## config.mk

```make
export PLATFORM = sky130hd
export DESIGN_NAME = fkt_keyboard_tx
export DESIGN_NICKNAME = d
export VERILOG_FILES = /design/src/logic/fkt_pkg.sv /design/src/logic/fkt_keyboard_tx.sv
export VERILOG_INCLUDE_DIRS = /design/src /design/src/logic
export SDC_FILE = /design/constraint.sdc
export NUM_CORES = 1
export LEC_CHECK = 0
export BUFFER_PORTS_ARGS = -buffer_cell sky130_fd_sc_hd__buf_2
export CAP_MARGIN = 30
export CORE_MARGIN = 2
export CORE_UTILIZATION = 35
export CTS_CLUSTER_DIAMETER = 60
export CTS_CLUSTER_SIZE = 28
export DETAILED_ROUTE_END_ITERATION = 16
export SLEW_MARGIN = 20
export SYNTH_ARGS = -nofsm -noshare
export SYNTH_HDL_FRONTEND = slang
export SYNTH_SLANG_ARGS = --single-unit
```

## constraint.sdc

```tcl
create_clock -name clk -period 8.7 [get_ports clk]
set_input_delay 0.87 -clock clk [delete_from_list [all_inputs] [get_ports clk]]
set_output_delay 0.87 -clock clk [all_outputs]
set_load 0.05 [all_outputs]
```

## src/logic/fkt_map.svh

```systemverilog
`ifndef FKT_MAP_SVH
`define FKT_MAP_SVH

`define FKT_CODE_W    5
`define FKT_ROW_W     2
`define FKT_TICK_W    16
`define FKT_IDX_W     3
`define FKT_CODE_RST  5'h00
`define FKT_ELEM_LAST 3'h4
`define FKT_IDX_FIRST 3'h0
`define FKT_IDX_STEP  3'h1
`define FKT_ROW_THIRD 2'h2
`define FKT_ROW_FOURTH 2'h3
`define FKT_TICK_ZERO 16'h0000
`define FKT_TICK_ONE  16'h0001

`endif

```

## src/logic/fkt_pkg.sv

```systemverilog
`include "fkt_map.svh"

package fkt_pkg;

    typedef enum logic [1:0] {
        FKT_IDLE  = 2'b00,
        FKT_START = 2'b01,
        FKT_DATA  = 2'b10,
        FKT_STOP  = 2'b11
    } fkt_state_type;

    typedef struct packed {
        logic                     pressed;
        logic [`FKT_ROW_W-1:0]    row;
        logic [`FKT_CODE_W-1:0]   code;
    } fkt_key_type;

    typedef struct packed {
        logic breakKey;
        logic holdRetransmitKey;
        logic answerbackTriggerKey;
    } fkt_func_keys_type;

endpackage

```

## src/logic/fkt_keyboard_tx.sv

```systemverilog
`timescale 1ns/1ns
`include "fkt_map.svh"

module fkt_keyboard_tx
    import fkt_pkg::*;
(
    input  wire logic                     clk,
    input  wire logic                     reset_n,
    input  wire fkt_key_type              charKey,
    input  wire fkt_func_keys_type        funcKeys,
    input  wire logic                     fourRowKeyboard,
    input  wire logic                     figuresCondition,
    input  wire logic [`FKT_TICK_W-1:0]   elementTicks,
    output logic                          lineMark_q,
    output logic [`FKT_CODE_W-1:0]        codeReg_q,
    output logic [`FKT_CODE_W-1:0]        contacts_q,
    output logic                          busy_q,
    output logic                          answerbackStart_q
);

    fkt_state_type               state_q;
    fkt_state_type               state_d;
    logic [`FKT_IDX_W-1:0]       bitIdx_q;
    logic [`FKT_TICK_W-1:0]      tickCnt_q;
    logic                        armed_q;
    logic                        answerbackKey_q;
    logic                        tick;
    logic                        rowBlocked;
    logic                        capture;
    logic                        repeatNow;

    // A zero setting would wrap the divider's last count to 16'hFFFF, so it acts as one cycle
    function automatic logic [`FKT_TICK_W-1:0] last_tick(
        input logic [`FKT_TICK_W-1:0] ticks
    );
        logic [`FKT_TICK_W-1:0] lim;
        lim = (ticks == `FKT_TICK_ZERO) ? `FKT_TICK_ONE : ticks;
        return lim - `FKT_TICK_ONE;
    endfunction

    function automatic logic is_blocked(
        input logic                  fourRow,
        input logic                  figures,
        input logic [`FKT_ROW_W-1:0] row
    );
        return fourRow && ((figures && row == `FKT_ROW_THIRD) ||
                           (!figures && row == `FKT_ROW_FOURTH));
    endfunction

    assign tick       = (state_q != FKT_IDLE) && (tickCnt_q == last_tick(elementTicks));
    assign rowBlocked = is_blocked(fourRowKeyboard, figuresCondition, charKey.row);
    // Keys are only captured while idle and armed; a held key owns the mechanism
    assign capture    = (state_q == FKT_IDLE) && armed_q && charKey.pressed
                        && !rowBlocked;
    assign repeatNow  = charKey.pressed && funcKeys.holdRetransmitKey
                        && !rowBlocked;

    always_comb begin
        state_d = state_q;
        case (state_q)
            FKT_IDLE: begin
                if (capture) begin
                    state_d = FKT_START;
                end
            end
            FKT_START: begin
                if (tick) begin
                    state_d = FKT_DATA;
                end
            end
            FKT_DATA: begin
                if (tick && bitIdx_q == `FKT_ELEM_LAST) begin
                    state_d = FKT_STOP;
                end
            end
            FKT_STOP: begin
                if (tick) begin
                    state_d = repeatNow ? FKT_START : FKT_IDLE;
                end
            end
            default: begin
                state_d = FKT_IDLE;
            end
        endcase
    end

    always_ff @(posedge clk or negedge reset_n) begin
        if (!reset_n) begin
            state_q <= FKT_IDLE;
        end else begin
            state_q <= state_d;
        end
    end

    // Element divider restarts with each element so every element is a full interval
    always_ff @(posedge clk or negedge reset_n) begin
        if (!reset_n) begin
            tickCnt_q <= `FKT_TICK_ZERO;
        end else if (state_q == FKT_IDLE || tick) begin
            tickCnt_q <= `FKT_TICK_ZERO;
        end else begin
            tickCnt_q <= tickCnt_q + `FKT_TICK_ONE;
        end
    end

    always_ff @(posedge clk or negedge reset_n) begin
        if (!reset_n) begin
            bitIdx_q <= `FKT_IDX_FIRST;
        end else if (state_q == FKT_START) begin
            bitIdx_q <= `FKT_IDX_FIRST;
        end else if (state_q == FKT_DATA && tick) begin
            bitIdx_q <= bitIdx_q + `FKT_IDX_STEP;
        end
    end

    // Only differing elements toggle; the rest keep their state across presses
    always_ff @(posedge clk or negedge reset_n) begin
        if (!reset_n) begin
            codeReg_q <= `FKT_CODE_RST;
        end else if (capture) begin
            codeReg_q <= codeReg_q ^ (codeReg_q ^ charKey.code);
        end
    end

    // Trip latch: a held key may not retrip the cycle, unless retransmit holds it open
    always_ff @(posedge clk or negedge reset_n) begin
        if (!reset_n) begin
            armed_q <= 1'b1;
        end else if (capture) begin
            armed_q <= 1'b0;
        end else if (state_q == FKT_STOP || state_q == FKT_IDLE) begin
            armed_q <= !charKey.pressed;
        end
    end

    always_ff @(posedge clk or negedge reset_n) begin
        if (!reset_n) begin
            contacts_q <= `FKT_CODE_RST;
        end else if (state_q == FKT_START || state_q == FKT_DATA) begin
            contacts_q <= codeReg_q;
        end else begin
            contacts_q <= `FKT_CODE_RST;
        end
    end

    always_ff @(posedge clk or negedge reset_n) begin
        if (!reset_n) begin
            lineMark_q <= 1'b1;
        end else if (funcKeys.breakKey) begin
            lineMark_q <= 1'b0;
        end else begin
            case (state_q)
                FKT_START: lineMark_q <= 1'b0;
                FKT_DATA:  lineMark_q <= codeReg_q[bitIdx_q];
                default:   lineMark_q <= 1'b1;
            endcase
        end
    end

    always_ff @(posedge clk or negedge reset_n) begin
        if (!reset_n) begin
            busy_q <= 1'b0;
        end else begin
            busy_q <= (state_d != FKT_IDLE);
        end
    end

    always_ff @(posedge clk or negedge reset_n) begin
        if (!reset_n) begin
            answerbackKey_q   <= 1'b0;
            answerbackStart_q <= 1'b0;
        end else begin
            answerbackKey_q   <= funcKeys.answerbackTriggerKey;
            answerbackStart_q <= funcKeys.answerbackTriggerKey && !answerbackKey_q;
        end
    end
endmodule

```

# Word-level counts from Yosys, hierarchy flattened
# Cells that the tools add are included.
# word_totals
regBits,36
inputBits,31
out_inout_bits,13
wordCells,66
# op_classes
n_addsub,3
order_cmp,1
n_eq_ne,7
muxes,17
bitwise,2
n_reduce_logical,26
# ops
operator,n
$mux W16,2
$add A16 B1 Y16 const B,1
$eq A16 B16 Y1,1
$logic_not A16 Y1,1
$sub A16 B1 Y16 const B,1
$logic_and A1 B1 Y1,12
$xor A5 B5 Y5,2
$eq A2 B2 Y1 const B,4
$mux W2,4
$pmux W2 S4,1
$reduce_bool A2 Y1,4
$mux W3,2
$mux W1,5
$mux W5,1
$logic_not A1 Y1,4
$logic_or A1 B1 Y1,4
$lt A3 B4 Y1 const B,1
$add A3 B1 Y3 const B,1
$bmux W1 S3,1
$eq A3 B3 Y1 const B,1
$eq A2 B1 Y1 const B,1
$logic_not A2 Y1,1
$pmux W1 S2,1

# Logic depth before layout (Yosys ltp)
# Gate-level depths: netlist of the first run.
# depth
word_depth,10
mapped_depth,13
mapped_depth_nobuf,13

# Least setup slack after synthesis of the first run
# OpenSTA, ideal clock, no wires.
# synth_timing
path_kind,in2reg
from,in elementTicks[5]
to,reg busy_q
setup_time_ns,0.132
t_arrival_ns,4.118
required_ns,8.568
path_slack_ns,4.451
cell_stages,13
n_path_buf,1
path_cell_list,or4_1 > buf_2 > nor2_1 > a21oi_1 > ha_1 > or3b_2 > or4_4 > a221oi_2 > o2111ai_1 > a2111o_1 > nor3_1 > mux2i_1 > or3b_1
# synth_via
elab_chain_cells,9
# synth_lines
element,line_no,rtl
from (decl),fkt_keyboard_tx.sv:13,"input wire logic [`FKT_TICK_W-1:0] elementTicks,"
$logic_not A16 Y1 (no line),-,
$mux W16 (*),fkt_keyboard_tx.sv:37,lim = (ticks == `FKT_TICK_ZERO) ? `FKT_TICK_ONE : ticks;
$sub A16 B1 Y16 (no line) (*),-,
$eq A16 B16 Y1 (*),fkt_keyboard_tx.sv:50,assign tick = (state_q != FKT_IDLE) && (tickCnt_q == last_tick(elementTicks));
$logic_and A1 B1 Y1 (*),fkt_keyboard_tx.sv:50,
$logic_and A1 B1 Y1 (no line),-,
$mux W2,fkt_keyboard_tx.sv:72,if (tick && bitIdx_q == `FKT_ELEM_LAST) begin
$pmux W2 S4 (*),fkt_keyboard_tx.sv:60,case (state_q)
$reduce_bool A2 Y1 (*),fkt_keyboard_tx.sv:164,busy_q <= (state_d != FKT_IDLE);
to (signal assigned),fkt_keyboard_tx.sv:164,
to (decl),fkt_keyboard_tx.sv:17,"output logic busy_q,"
# Every way passes the cells marked *; elsewhere a longest branch is shown, timed or not.
# A chain may end at the register's enable or synchronous reset.

# Final worst setup path of the first run
# layout_timing
from,in elementTicks[4]
to,reg busy_q
# Same word-level chain as after synthesis.

==> out/qor.yml, run 1 <==
clock_network:
  h-tree-depth: 2
  post_cts_resized: 0
  root_buffer: "clkbuf_8"
  path_clk_slew_ns: 0.07
  cts_buffers: 5
  clock_path_buffers: 2
  cts_tree: "yes"
  post_cts_buffers: 0
  cts_sinks: 36
  hold_buffers: 0
  clock_latency_ns: 0.28
grt:
  grt_max_degree: 37
  grt_pass1_wl_um: 8620
  grt_usage: 0.145
  overflow: 0
  antenna_found_initial: 0
  grt_pass1_vias: 1869
routing:
  vias_per_cell: 5.25
  firstDrtPassIters: 4
  drc: 0
  vias: 1974
  ant_nets: 0
  wl_per_cell_um: 13.2
  wl_um: 4980
  drtIter0Drc: 111
final_layout:
  fin_cells: 376
  area_growth_pct: 16.5
  drive_gt1_frac: 0.214
  final_util: 0.426
  finalNetCount: 338
  n_antenna_cell: 0
  n_fill_cell: 644
  area.sequential_um2: 903
  multi_input_area_um2: 1370
critical_path:
  criticalPathCategory: "input pin to register"
  crit_path_start: "elementTicks[4]"
  cp-end-kind: "register"
  cp_cell_sequence: "buf_2, or4_1, nor2_1, a21oi_1, ha_1, or3b_2, or4_4, a221oi_2, o2111ai_1, a2111o_1, nor3_1, mux2i_1, or3b_1"
  arrival_ns: 4.54
  max_stage_delay_ns: 0.55
  critical_path.slowest_cell: "a2111o_1"
  crit_required_ns: 8.86
  r2r-start: "tickCnt_q[10]$_DFF_PN0_"
  cp_max_fo: 8
  cp-start-kind: "input pin"
synthesis:
  synth_cells: 253
  ys_async_sr_fraction: 1.00
  yosys.area.top_type: "dfrtp_1"
  synth_cell_type_count: 52
  ys_seq_elements: 36
  yosysSeqAreaShare: 0.387
  synth_ff_type: "dfrtp_1"
  syn_nets: 293
  yosysTopAreaCellShare: 0.365
  netlist_area_um2: 2330
  post_synth.cell_area_avg_um2: 9.22
  yosys_warnings: 0
  synth_edf_count: 0
  yosys-top-cells-area: "dfrtp_1 36%, xnor2_1 6.4%, xor2_1 5.3%"
  netlist_top_cells_count: "34 x dfrtp_1, 32 x nor2_1, 26 x nand2_1, 17 x xnor2_1, 15 x nand3_1"
  synth.most_common_cell: "dfrtp_1"
floorplan:
  coreArea_um2: 6390
  die-area_um2: 7340
  placementRows: 29
  start_util: 0.365
  ioPinCount: 44
  dieWidth_um: 85.7
  fp.dieH_um: 85.7
timing:
  tightest_slew_ns: 0.787
  holdWs_ns: 0.401
  finalMaxSlewViolations: 0
  setup_slack_ns: 4.32
  rsz0062_at_grt: "no"
  period_needed_ns: 4.38
  slew_headroom: 0.470
  fin_tns_setup_ns: 0
  fin_skew_ns: 0.00554
  hold_violations: 0
  min_period_over_period: 0.504
  finalSetupViolations: 0
  fmax_ghz: 0.228
power:
  leakage_nw: 1.18
  p_switching_w: 0.000245
  p_per_area_nw_per_um2: 212
  cell_internal_pwr_w: 0.000332
  swShare: 0.425
  p_seq_frac: 0.388
  vdd_drop_max_uv: 192
  clkPwrFrac: 0.214
  combPwrFrac: 0.398
placed_design:
  hpwl_um: 3830
  dp.cells: 368
  io_buffers: 43
  pre_cts_ws_ns: 4.06
  gp_congestion: 0.837
run:
  maxCapViolCount: 0
hold_path:
  hp-start: "answerbackKey_q$_DFF_PN0_"
  hp-class: "register to register"
status:
  outcome: "completed"
[through the flow]
step                power (W)  instance area, um2
finish               0.000577                2720
global route         0.000616                2720
CTS                  0.000586                2720
detailed placement   0.000459                2620
global placement     0.000458                2620
floorplan            0.000398                2330
[path summary, 6_finish.rpt]
check | endpoint | slack [ns] | depth (start not counted)
max | busy_q$_DFF_PN0_ | 4.32 | 13
min | answerbackStart_q$_DFF_PN0_ | 0.40 | 1
max reg2reg | busy_q$_DFF_PN0_ | 5.73 | 8
min reg2reg | answerbackStart_q$_DFF_PN0_ | 0.40 | 1
max in group asynchronous | tickCnt_q[7]$_DFF_PN0_ | 7.54 | 1
min in group asynchronous | tickCnt_q[9]$_DFF_PN0_ | 0.66 | 1
[critical path: cells and delay by family]
family          cells  cell delay (ns)
simple gates        6             1.94
compound gates      4             1.14
mux                 1             0.23
fa+ha+maj           1             0.20
buf+inv             1             0.15
[final cells by class]
type                    instances  area share
flip-flops and latches         36       0.332
inverters                      11      0.0152
well taps                      77      0.0355
repair buffers                 43      0.0792
multi-input cells             201       0.503
clock buffers                   7      0.0318
clock inverters                 1     0.00276
[registers in the layout, summed over array words and instances (netlist names)]
signal	cells
busy_q	1
bitIdx_q	3
answerbackStart_q	1
tickCnt_q	16
contacts_q	5
state_q	2
codeReg_q	5
lineMark_q	1
armed_q	1
answerbackKey_q	1
[power groups by stage]
stage,clock (W),combinational [W],sequential (W)
after floorplan,0,0.0000955,0.000302
after global placement,0,0.000232,0.000227
after detailed placement,0,0.000232,0.000227
after CTS,0.000129,0.000232,0.000224
after global routing,0.000136,0.000250,0.000229
final,0.000123,0.000230,0.000224
[routing by layer]
metal / routed length [um] / GRT usage / share of wire / vias to the layer above
met5: 0 / 0 / 0 / -
met4: 63 / 0.0433 / 0.013 / 0
met3: 343 / 0.0269 / 0.069 / 6
met2: 2240 / 0.229 / 0.45 / 68
met1: 2340 / 0.202 / 0.47 / 916
li1: - / - / - / 984
[kinds of logic (layout without fill, tap and decap cells)]
| logic type | after synthesis | in the layout | share of synthesized area |
|---|---|---|---|
| muxes | 4 | 4 | 0.0231 |
| AOI/OAI and AO/OA | 36 | 36 | 0.115 |
| adders and majority gates | 9 | 9 | 0.0483 |
| xor gates and xnor gates | 32 | 32 | 0.126 |
| and+or+nand+nor | 120 | 120 | 0.274 |
| buffers and inverters | 16 | 62 | 0.0268 |
| DFF | 36 | 36 | 0.387 |
[layout by cell type, fill, tap and decap left out, drive strengths merged, types with 9 or more instances in the layout]
master,instances
xor2,14
nand3,15
xnor2,17
nor2,32
buf,43
inv,11
ha,9
nand2,26
dfrtp,34
Power figures use the tool's default switching activity.
==> run 2: changes to the inputs <==
Clock period 8.7 ns to 3.8 ns, I/O delays scaled along.
==> out/qor.yml, run 2 (synthesis results as in run 1) <==
critical_path:
  crit_required_ns: 3.97
  path_buf_inv: 2
  cp_cell_sequence: "buf_2, nor3_1, nand3_1, nor2_1, a21oi_1, ha_1, or3b_2, or4_4, a221oi_2, o2111ai_1, a2111o_1, buf_4, nor4_4, nor3_2, or3b_1"
  cp-end-kind: "register"
  max_stage_delay_ns: 0.50
  critical_path.slowest_cell: "or4_4"
  cp_top_family: "simple AND/OR/NAND/NOR gates"
  arrival_ns: 3.71
  cp-start-kind: "input pin"
  r2r_slack_ns: 1.01
  cp_max_fo: 4
  criticalPathCategory: "input pin to register"
final_layout:
  largest_reg_flops: 16
  n_antenna_cell: 0
  final_cell_mix: "43 x buf_2, 34 x dfrtp_1, 32 x nor2_1, 26 x nand2_1, 23 x buf_4"
  fin_cells: 399
  n_fill_cell: 642
  reg.largest.list: "tickCnt_q x16, codeReg_q x5, contacts_q x5"
  finalNetCount: 361
  top_register: "tickCnt_q"
  layout_commonest_cell: "buf_2"
  drive_gt1_frac: 0.270
  area_growth_pct: 23.9
  final_util: 0.453
hold_path:
  hp-class: "input pin to async pin"
timing:
  fin_tns_setup_ns: 0
  min_period_over_period: 0.932
  fmax_ghz: 0.282
  rsz0062_at_grt: "no"
  period_needed_ns: 3.54
  slew_headroom: 0.487
  setup_slack_ns: 0.258
  hold_violations: 0
  finalMaxSlewViolations: 0
  finalSetupViolations: 0
  tightest_slew_ns: 0.769
  fin_skew_ns: 0.00711
status:
  outcome: "completed"
routing:
  vias: 2065
  vias_per_cell: 5.18
  drc: 0
  firstDrtPassIters: 4
  drtIter0Drc: 94
  ant_nets: 0
  wl_per_cell_um: 13.1
  wl_um: 5230
grt:
  grt_pass1_wl_um: 9230
  grt_usage: 0.156
  antenna_found_initial: 0
  grt_max_degree: 37
  overflow: 0
  grt_pass1_vias: 2051
floorplan:
  dieWidth_um: 85.7
  coreArea_um2: 6390
  die-area_um2: 7340
  fp.dieH_um: 85.7
  ioPinCount: 44
  placementRows: 29
  start_util: 0.365
clock_network:
  cts_buffers: 5
  root_buffer: "clkbuf_8"
  path_clk_slew_ns: 0.08
  clock_path_buffers: 2
  cts_tree: "yes"
  clock_latency_ns: 0.29
  cts_sinks: 36
  post_cts_resized: 0
  h-tree-depth: 2
power:
  leakage_nw: 1.29
  p_per_area_nw_per_um2: 466
  vdd_drop_max_uv: 455
placed_design:
  hpwl_um: 4040
  dp.cells: 391
  io_buffers: 43
  gp_congestion: 0.877
  pre_cts_ws_ns: -0.131
run:
  maxCapViolCount: 0
==> run 2: where the power goes <==
group	total [W]	internal [W]	switching, W
clock network	0.000281	0.000147	0.000134
logic	0.000551	0.000172	0.000380
registers	0.000513	0.000459	0.0000540
total	0.00135	0.000778	0.000568
==> run 2: metal layers <==
layer,vias to the layer above,track usage,part of all wire
met2,56,0.265,0.47
met5,-,0,0
met3,5,0.0269,0.061
li1,1024,-,-
met1,980,0.204,0.46
met4,0,0.0491,0.013
==> run 2: final timing paths <==
| path | from | endpoint | cells after the start |
|---|---|---|---|
| max in group asynchronous | reset_n | codeReg_q[3]$_DFFE_PN0P_ | 1 |
| max reg2reg | tickCnt_q[10]$_DFF_PN0_ | busy_q$_DFF_PN0_ | 9 |
| min in group clk | funcKeys[0] | answerbackKey_q$_DFF_PN0_ | 1 |
| min | reset_n | tickCnt_q[14]$_DFF_PN0_ | 1 |
| max | elementTicks[3] | busy_q$_DFF_PN0_ | 15 |
| min reg2reg | answerbackKey_q$_DFF_PN0_ | answerbackStart_q$_DFF_PN0_ | 1 |
==> run 2: layout make-up <==
| class | count | area [um2] | share of cell area |
|---|---|---|---|
| clock buffer | 7 | 86.3 | 0.0299 |
| clock inverter | 1 | 7.51 | 0.00260 |
| inverter | 11 | 41.3 | 0.0143 |
| multi-input combinational | 201 | 1370 | 0.473 |
| sequential | 36 | 903 | 0.313 |
| tap | 77 | 96.3 | 0.0333 |
| timing repair buffer | 66 | 388 | 0.134 |
==> run 2: stage by stage <==
step | power, W | hold slack [ns] | area, um2
floorplan | 0.000911 | 0.0844 | 2330
global placement | 0.00107 | 0.385 | 2800
detailed placement | 0.00108 | 0.392 | 2800
CTS | 0.00137 | 0.201 | 2890
global route | 0.00143 | 0.208 | 2890
finish | 0.00135 | 0.166 | 2890
==> run 2: worst reg2reg max path, delay by kind of cell (launching register included) <==
| family | cells | cell delay (ns) |
|---|---|---|
| XOR/XNOR | 1 | 0.16 |
| flip-flops | 1 | 0.43 |
| AND/OR/NAND/NOR | 4 | 1.12 |
| buffers and inverters | 1 | 0.19 |
| AO/OA/AOI/OAI | 3 | 0.77 |
==> run 2: timing repair <==
action | in CTS | in global routing
hold buffers | 0 | 0
setup buffers | 0 | 0
setup endpoints to repair | 0 | 1
